File: src/shared/autoneg_np_defines.svh
/*
 Constants of the next page transmit register: address, field positions,
 reset value. Assumes a 5-bit management address space and 16-bit words.
*/
`ifndef AUTONEG_NP_DEFINES_SVH
`define AUTONEG_NP_DEFINES_SVH

`define NPT_ADDR          5'h07
`define NPT_BIT_MORE      4'hF
`define NPT_BIT_RSVD      4'hE
`define NPT_BIT_MSG       4'hD
`define NPT_BIT_COMPLY_ACK_FLAG      4'hC
`define NPT_BIT_TOGGLE    4'hB
`define NPT_CODE_MSB      4'hA
`define NPT_RESET         16'h2001
`define NPT_RW_MASK       16'hB7FF

`endif

File: src/shared/autoneg_np_pkg.sv
/*
 Types of the next page transmit register block.
 Assumes the constants header is included by its users.
*/
package autoneg_np_pkg;

	typedef struct packed
	{
		logic        more_pages_flag;
		logic        reserved;
		logic        message_page_flag;
		logic        comply_ack_flag;
		logic        toggle;
		logic [10:0] code;
	} np_word_t;

endpackage

File: src/rtl/autoneg_next_page_tx_reg.sv
/*
 Next page transmit register: software-written contents of the next page
 link code word, with the alternation flag kept by the device.
 Assumes the auto-negotiation arbiter runs on core_clk and pulses
 base_page_sent and np_word_sent once per transmitted code word.
*/
// Design decision made here: the strobed register port.
`timescale 1ns/1ns
`include "autoneg_np_defines.svh"

module autoneg_next_page_tx_reg
	import autoneg_np_pkg::*;
(
	input  wire logic        core_clk,
	input  wire logic        rstn,
	input  wire logic [4:0]  reg_addr,
	input  wire logic [15:0] reg_wdata,
	input  wire logic        reg_wr,
	input  wire logic        reg_rd,
	output logic      [15:0] reg_rdata,
	input  wire logic        partner_np_able,
	input  wire logic        base_page_sent,
	input  wire logic        base_toggle_bit,
	input  wire logic        np_word_sent,
	output logic             np_send,
	output np_word_t         np_word
);

	logic        more_pages;
	logic        message_page;
	logic        comply_ack;
	logic        toggle;
	logic [10:0] code;
	logic        after_base;
	logic        wr_hit;

	// Reset image kept as a vector so single fields can be sliced from it
	localparam logic [15:0] reset_word = `NPT_RESET;

	function automatic logic addr_hit(input logic [4:0] a);
		addr_hit = (a == `NPT_ADDR);
	endfunction

	// Register image as software sees it; the reserved bit is forced low
	function automatic np_word_t pack_image(
		input logic        mp,
		input logic        pt,
		input logic        ack,
		input logic        tg,
		input logic [10:0] cd
	);
		pack_image = '{mp, 1'b0, pt, ack, tg, cd};
	endfunction

	assign wr_hit = reg_wr && addr_hit(reg_addr);

	// Only the read-write fields take write data; toggle and reserved are kept
	always_ff @(posedge core_clk or negedge rstn)
	begin
		if (!rstn)
		begin
			more_pages   <= reset_word[`NPT_BIT_MORE];
			message_page <= reset_word[`NPT_BIT_MSG];
			comply_ack   <= reset_word[`NPT_BIT_COMPLY_ACK_FLAG];
			code         <= reset_word[`NPT_CODE_MSB:0];
		end
		else if (wr_hit)
		begin
			more_pages   <= reg_wdata[`NPT_BIT_MORE];
			message_page <= reg_wdata[`NPT_BIT_MSG];
			comply_ack   <= reg_wdata[`NPT_BIT_COMPLY_ACK_FLAG];
			code         <= reg_wdata[`NPT_CODE_MSB:0];
		end
	end

	// A base page restarts the sequence, so it wins over a word in the same cycle
	always_ff @(posedge core_clk or negedge rstn)
	begin
		if (!rstn)
			toggle <= 1'b0;
		else if (base_page_sent)
			toggle <= ~base_toggle_bit;
		else if (np_word_sent)
			toggle <= ~toggle;
	end

	// Next page phase opens after the base word and closes with the last page
	always_ff @(posedge core_clk or negedge rstn)
	begin
		if (!rstn)
			after_base <= 1'b0;
		else if (base_page_sent)
			after_base <= 1'b1;
		else if (np_word_sent && !np_word.more_pages_flag)
			after_base <= 1'b0;
	end

	assign np_send = after_base && partner_np_able && more_pages;

	always_ff @(posedge core_clk or negedge rstn)
	begin
		if (!rstn)
			np_word <= reset_word;
		else
		begin
			np_word.more_pages_flag   <= wr_hit ? reg_wdata[`NPT_BIT_MORE] : more_pages;
			np_word.reserved          <= 1'b0;
			np_word.message_page_flag <= wr_hit ? reg_wdata[`NPT_BIT_MSG] : message_page;
			np_word.comply_ack_flag   <= wr_hit ? reg_wdata[`NPT_BIT_COMPLY_ACK_FLAG] : comply_ack;
			np_word.toggle            <= base_page_sent ? ~base_toggle_bit :
			                             np_word_sent ? ~toggle : toggle;
			np_word.code              <= wr_hit ? reg_wdata[`NPT_CODE_MSB:0] : code;
		end
	end

	// Unmapped addresses and idle cycles read as zero
	always_ff @(posedge core_clk or negedge rstn)
	begin
		if (!rstn)
			reg_rdata <= 16'h0000;
		else if (reg_rd && addr_hit(reg_addr))
			reg_rdata <= pack_image(more_pages, message_page, comply_ack, toggle, code);
		else
			reg_rdata <= 16'h0000;
	end

	chk_more_pages_copy:
		assert property (@(posedge core_clk) disable iff (!rstn)
			wr_hit |=> np_word.more_pages_flag == $past(reg_wdata[15]))
		else $error("more pages flag not copied");

	chk_last_page_end:
		assert property (@(posedge core_clk) disable iff (!rstn)
			np_word_sent && !base_page_sent && !np_word.more_pages_flag |=> !after_base)
		else $error("phase open after last page");

	chk_send_gate:
		assert property (@(posedge core_clk) disable iff (!rstn)
			np_send |-> partner_np_able && more_pages && after_base)
		else $error("next page sent without permission");

	chk_base_opens:
		assert property (@(posedge core_clk) disable iff (!rstn)
			base_page_sent ##1 (partner_np_able && more_pages) |-> np_send)
		else $error("next pages not enabled after base");

	chk_reserved_zero:
		assert property (@(posedge core_clk) disable iff (!rstn)
			reg_rd |=> reg_rdata[14] == 1'b0 && np_word.reserved == 1'b0)
		else $error("reserved bit not zero");

	chk_page_type:
		assert property (@(posedge core_clk) disable iff (!rstn)
			wr_hit |=> np_word.message_page_flag == $past(reg_wdata[13]))
		else $error("page type not copied");

	chk_comply_copy:
		assert property (@(posedge core_clk) disable iff (!rstn)
			wr_hit |=> np_word.comply_ack_flag == $past(reg_wdata[12]))
		else $error("comply flag not copied");

	chk_toggle_flip:
		assert property (@(posedge core_clk) disable iff (!rstn)
			np_word_sent && !base_page_sent |=> toggle != $past(toggle) && np_word.toggle == toggle)
		else $error("toggle did not invert");

	chk_toggle_start:
		assert property (@(posedge core_clk) disable iff (!rstn)
			base_page_sent |=> toggle == !$past(base_toggle_bit))
		else $error("first toggle not inverse of base");

	chk_code_copy:
		assert property (@(posedge core_clk) disable iff (!rstn)
			wr_hit |=> np_word.code == $past(reg_wdata[10:0]))
		else $error("code field not copied");

	chk_read_back:
		assert property (@(posedge core_clk) disable iff (!rstn)
			reg_rd && reg_addr == 5'h07 |=>
				reg_rdata == {$past(more_pages), 1'b0, $past(message_page),
				$past(comply_ack), $past(toggle), $past(code)})
		else $error("read data wrong");

	chk_unmapped_zero:
		assert property (@(posedge core_clk) disable iff (!rstn)
			!(reg_rd && reg_addr == 5'h07) |=> reg_rdata == 16'h0000)
		else $error("unmapped read not zero");

	chk_ro_ignored:
		assert property (@(posedge core_clk) disable iff (!rstn)
			wr_hit && !base_page_sent && !np_word_sent |=> toggle == $past(toggle))
		else $error("write changed toggle");

	chk_reset_image:
		assert property (@(posedge core_clk)
			$rose(rstn) |->
				np_word == reset_word && toggle == 1'b0 && !after_base)
		else $error("reset image wrong");

	chk_word_more_sync:
		assert property (@(posedge core_clk) disable iff (!rstn)
			!wr_hit |=>
				np_word.more_pages_flag == more_pages)
		else $error("word more pages flag differs");

	chk_word_type_sync:
		assert property (@(posedge core_clk) disable iff (!rstn)
			!wr_hit |=>
				np_word.message_page_flag == message_page)
		else $error("word page type differs");

	chk_word_ack_sync:
		assert property (@(posedge core_clk) disable iff (!rstn)
			!wr_hit |=>
				np_word.comply_ack_flag == comply_ack)
		else $error("word comply flag differs");

	chk_word_code_sync:
		assert property (@(posedge core_clk) disable iff (!rstn)
			!wr_hit |=>
				np_word.code == code)
		else $error("word code differs");

	chk_word_toggle_sync:
		assert property (@(posedge core_clk) disable iff (!rstn)
			!base_page_sent && !np_word_sent |=>
				np_word.toggle == toggle)
		else $error("word toggle differs");

	chk_toggle_hold:
		assert property (@(posedge core_clk) disable iff (!rstn)
			!base_page_sent && !np_word_sent |=>
				toggle == $past(toggle))
		else $error("toggle moved without a word");

	chk_base_wins:
		assert property (@(posedge core_clk) disable iff (!rstn)
			base_page_sent && np_word_sent |=>
				toggle == !$past(base_toggle_bit))
		else $error("base page did not win");

	chk_rw_hold:
		assert property (@(posedge core_clk) disable iff (!rstn)
			!wr_hit |=>
				more_pages == $past(more_pages) && code == $past(code))
		else $error("field changed without write");

	chk_fields_hold:
		assert property (@(posedge core_clk) disable iff (!rstn)
			!wr_hit |=>
				message_page == $past(message_page) && comply_ack == $past(comply_ack))
		else $error("flag changed without write");

	chk_rsvd_write:
		assert property (@(posedge core_clk) disable iff (!rstn)
			wr_hit |=>
				np_word.reserved == 1'b0)
		else $error("write reached reserved bit");

	chk_rsvd_bus:
		assert property (@(posedge core_clk) disable iff (!rstn)
			reg_rd && addr_hit(reg_addr) |=>
				reg_rdata[`NPT_BIT_RSVD] == 1'b0)
		else $error("reserved bit read as one");

	chk_phase_base:
		assert property (@(posedge core_clk) disable iff (!rstn)
			base_page_sent |=>
				after_base)
		else $error("base page did not open phase");

	chk_phase_hold:
		assert property (@(posedge core_clk) disable iff (!rstn)
			!base_page_sent && !np_word_sent |=>
				after_base == $past(after_base))
		else $error("phase changed without event");

	chk_last_stops:
		assert property (@(posedge core_clk) disable iff (!rstn)
			!more_pages |->
				!np_send)
		else $error("send with last page flag");

	chk_able_needed:
		assert property (@(posedge core_clk) disable iff (!rstn)
			!partner_np_able || !after_base |->
				!np_send)
		else $error("send without partner or phase");

endmodule

File: config.mk
export PLATFORM = sky130hd
export DESIGN_NAME = autoneg_next_page_tx_reg
export DESIGN_NICKNAME = d
export VERILOG_FILES = /design/src/shared/autoneg_np_pkg.sv /design/src/rtl/autoneg_next_page_tx_reg.sv
export VERILOG_INCLUDE_DIRS = /design/src /design/src/shared
export SDC_FILE = /design/constraint.sdc
export NUM_CORES = 1
export LEC_CHECK = 0
export ABC_AREA = 1
export BUFFER_PORTS_ARGS = -buffer_cell sky130_fd_sc_hd__buf_2
export CAP_MARGIN = 15
export CORE_UTILIZATION = 30
export CTS_BUF_LIST = sky130_fd_sc_hd__clkbuf_8
export CTS_CLUSTER_DIAMETER = 150
export DETAILED_ROUTE_END_ITERATION = 6
export GPL_ROUTABILITY_DRIVEN = 0
export SLEW_MARGIN = 0
export SYNTH_ARGS = -nofsm -noshare
export SYNTH_HDL_FRONTEND = slang
export SYNTH_SLANG_ARGS = --single-unit
export TNS_END_PERCENT = 100
File: constraint.sdc
create_clock -name core_clk -period 1.4 [get_ports core_clk]
set_input_delay 0.07 -clock core_clk [delete_from_list [all_inputs] [get_ports core_clk]]
set_output_delay 0.07 -clock core_clk [all_outputs]
set_load 0.01 [all_outputs]
==> flow_metrics.tcl <==
set metrics [dict create \
    max_freq_mhz 953.0 \
    synth_seq_area_share_pct 62.32 \
    peakVddDrop_v 0.0004044 \
    synth_top_family_by_area "simple AND/OR/NAND/NOR gates" \
    fin_crit_sh_pct 74.95 \
    synthesis.instances 131 \
    cts_root_buffer "clkbuf_8" \
    clockPowerShare_pct 35.6 \
    cts_tree "yes" \
    ys_seq_elements 31 \
    hold_violations 0 \
    critPathKind "flip-flop to output pin" \
    finalCriticalPeriod_ps 1049 \
    power.total_mw 2.106 \
    overflow 0 \
    start_util_pct 31.22 \
    crit_path_end_kind "output pin" \
    multiInputGateArea_um2 322.8 \
    fp.dieArea_um2 4424 \
    grt_max_degree 32 \
    cap_violations 0 \
    p_seq_share_pct 49.8 \
    drc 0 \
    p_int_mw 1.558 \
    syn_area_um2 1249 \
    synthMuxAreaShare_pct 0 \
    rsz0062_at_grt "no" \
    grt_pass1_wl_um 3891 \
    detailed_place.area_um2 1528 \
    fin_hold_ws_ps 1.622 \
    ant_nets 0 \
    drv_slew 0 \
    rows 23 \
    leakage_nw 0.9839 \
    fin_util_pct 41.19 \
    boundaryPins 62 \
    grt_antenna_before_repair 0 \
    setup_tns_ps 0 \
    stdcell_area_um2 1648 \
    drive_gt1_share_pct 37.89 \
    setup_viol 0 \
    crit_required_ps 1330 \
    port_buffers 57 \
    combinationalPowerShare_pct 14.5 \
    cts_setup_buffers 0 \
    synth-simple-area-share_pct 24.05 \
    switchingPower_uw 548.3 \
    crit_fanout 4 \
    yosys_warnings 0 \
    startpoint_type "flip-flop" \
    synth_compound_area_share_pct 1.202 \
    area_delta_synth_final_pct 31.96 \
    cts.sinks 31 \
    max-clock-path-buffers 2 \
    dp_hpwl_um 1795 \
    fin_nets 218 \
    synth_cell_types 15 \
    die_y_um 66.52 \
    regArea_um2 778.2 \
    grt_pass1_vias 834 \
    maxSlewHeadroom_pct 55.16 \
    p_sw_share_pct 26.04 \
    clk_pin_slew_ps 60 \
    finClkSkew_ps 3.582 \
    synthAdderAreaFrac_pct 0 \
    critPathArrivalTime_ps 980 \
    syn_avg_cell_area_um2 9.532 \
    vias 996 \
    viasPerCell 4.150 \
    worst_pin_slew_ps 672.5 \
    drt_iter0_markers 74 \
    die_w_um 66.52 \
    grt_usage_pct 12.51 \
    drt-pass1-iter-count 4 \
    clk_latency_ps 280 \
    synth_xor_area_share_pct 0 \
    status "complete, no violations" \
    core-area_um2 4000 \
    cts_buffers 5 \
    drt-total-wl_um 2582 \
    hold_path_class "input pin to flip-flop" \
    n_fill_cell 420 \
    ctsHoldBuffers 2 \
    cts_resized 0 \
    wl_per_cell_um 10.76 \
    cts_max_level 2 \
    p_per_area_nw_per_um2 1278 \
    diodes 0 \
]
==> logic make-up after synthesis <==
group,count (synthesis)
AND/OR/NAND/NOR,67
flip-flops,31
buffers and inverters,29
AO/OA/AOI/OAI,3
other,1
==> area by class of cell <==
class                   count  share of cell area, %
flip-flops and latches     31                  47.23
clock buffers               7                  5.847
well taps                  50                  3.797
clock inverters             1                 0.2278
multi-input cells          72                  19.59
repair buffers             60                  18.98
inverters                  19                  4.328
==> cells in the final DEF (no fill, tap or decap) <==
cell,netlist,routed
o21ai_0,3,3
buf_2,1,57
nand2_2,1,1
dfstp_2,2,2
buf_4,7,1
nand2_4,2,2
nand2_1,30,30
clkbuf_8,0,7
nor2_4,1,1
dfrtp_1,29,29
conb_1,1,2
dlygate4sd3_1,0,2
inv_1,19,20
nor2_1,18,18
nand3_2,1,1
nand3_1,14,14
==> layer usage <==
layer	share of wire (%)	up-vias	wire length (µm)	GRT usage, %
met1	45	452	1157	15.44
met4	2.6	0	66	7.181
li1	-	499	-	-
met5	0	-	0	0
met3	5.4	7	140	3.938
met2	47	38	1217	19.13
==> critical path, cell delays in order (launching register included) <==
cell and delay (ps):
dfrtp_1 400, inv_1 70, nor2_1 100, buf_2 130
==> registers in the layout (all words and copies together) (netlist names) <==
register,count
after_base,1
reg_rdata,15
np_word,15
==> cell usage after synthesis <==
master | n | area (µm²)
buf_6 | 2 | 22.52
dfstp_2 | 2 | 52.55
o21ai_0 | 3 | 15.01
nand3_1 | 14 | 70.07
buf_4 | 7 | 52.55
nor2_1 | 18 | 67.56
nand2_1 | 30 | 112.6
nand3_2 | 1 | 10.01
buf_2 | 1 | 5.000
inv_1 | 19 | 71.32
nand2_2 | 1 | 6.260
conb_1 | 1 | 3.750
dfrtp_1 | 29 | 725.7
nand2_4 | 2 | 22.52
nor2_4 | 1 | 11.26
==> worst paths after layout <==
kind	from	end	slack (ps)	depth (start not counted)
worst max-delay path	np_word[15]	np_send	350	3
worst min-delay path	base_page_sent	after_base	2	3
worst max register to register	np_word[11]	np_word[11]	520	4
worst min register to register	np_word[0]	np_word[0]	470	2
max in group asynchronous	rstn	reg_rdata[12]	600	2
min in group asynchronous	rstn	np_word[5]	360	2
==> power groups by stage <==
stage | Combinational (mW) | Sequential, mW | Clock (mW)
floorplan | 0.152 | 1.09 | 0
global placement | 0.302 | 1.07 | 0
detailed placement | 0.307 | 1.07 | 0
CTS | 0.313 | 1.05 | 0.769
global route | 0.347 | 1.06 | 0.814
finish | 0.306 | 1.05 | 0.751
==> stage by stage <==
step | instances | worst slack [ps]
2_1_floorplan | 132 | 607.7
3_3_place_gp | 230 | 447.6
3_5_place_dp | 230 | 434.5
4_1_cts | 240 | 304.7
5_1_grt | 240 | 279.2
6_report | 240 | 350.7
(Power assumes the default switching activity.)
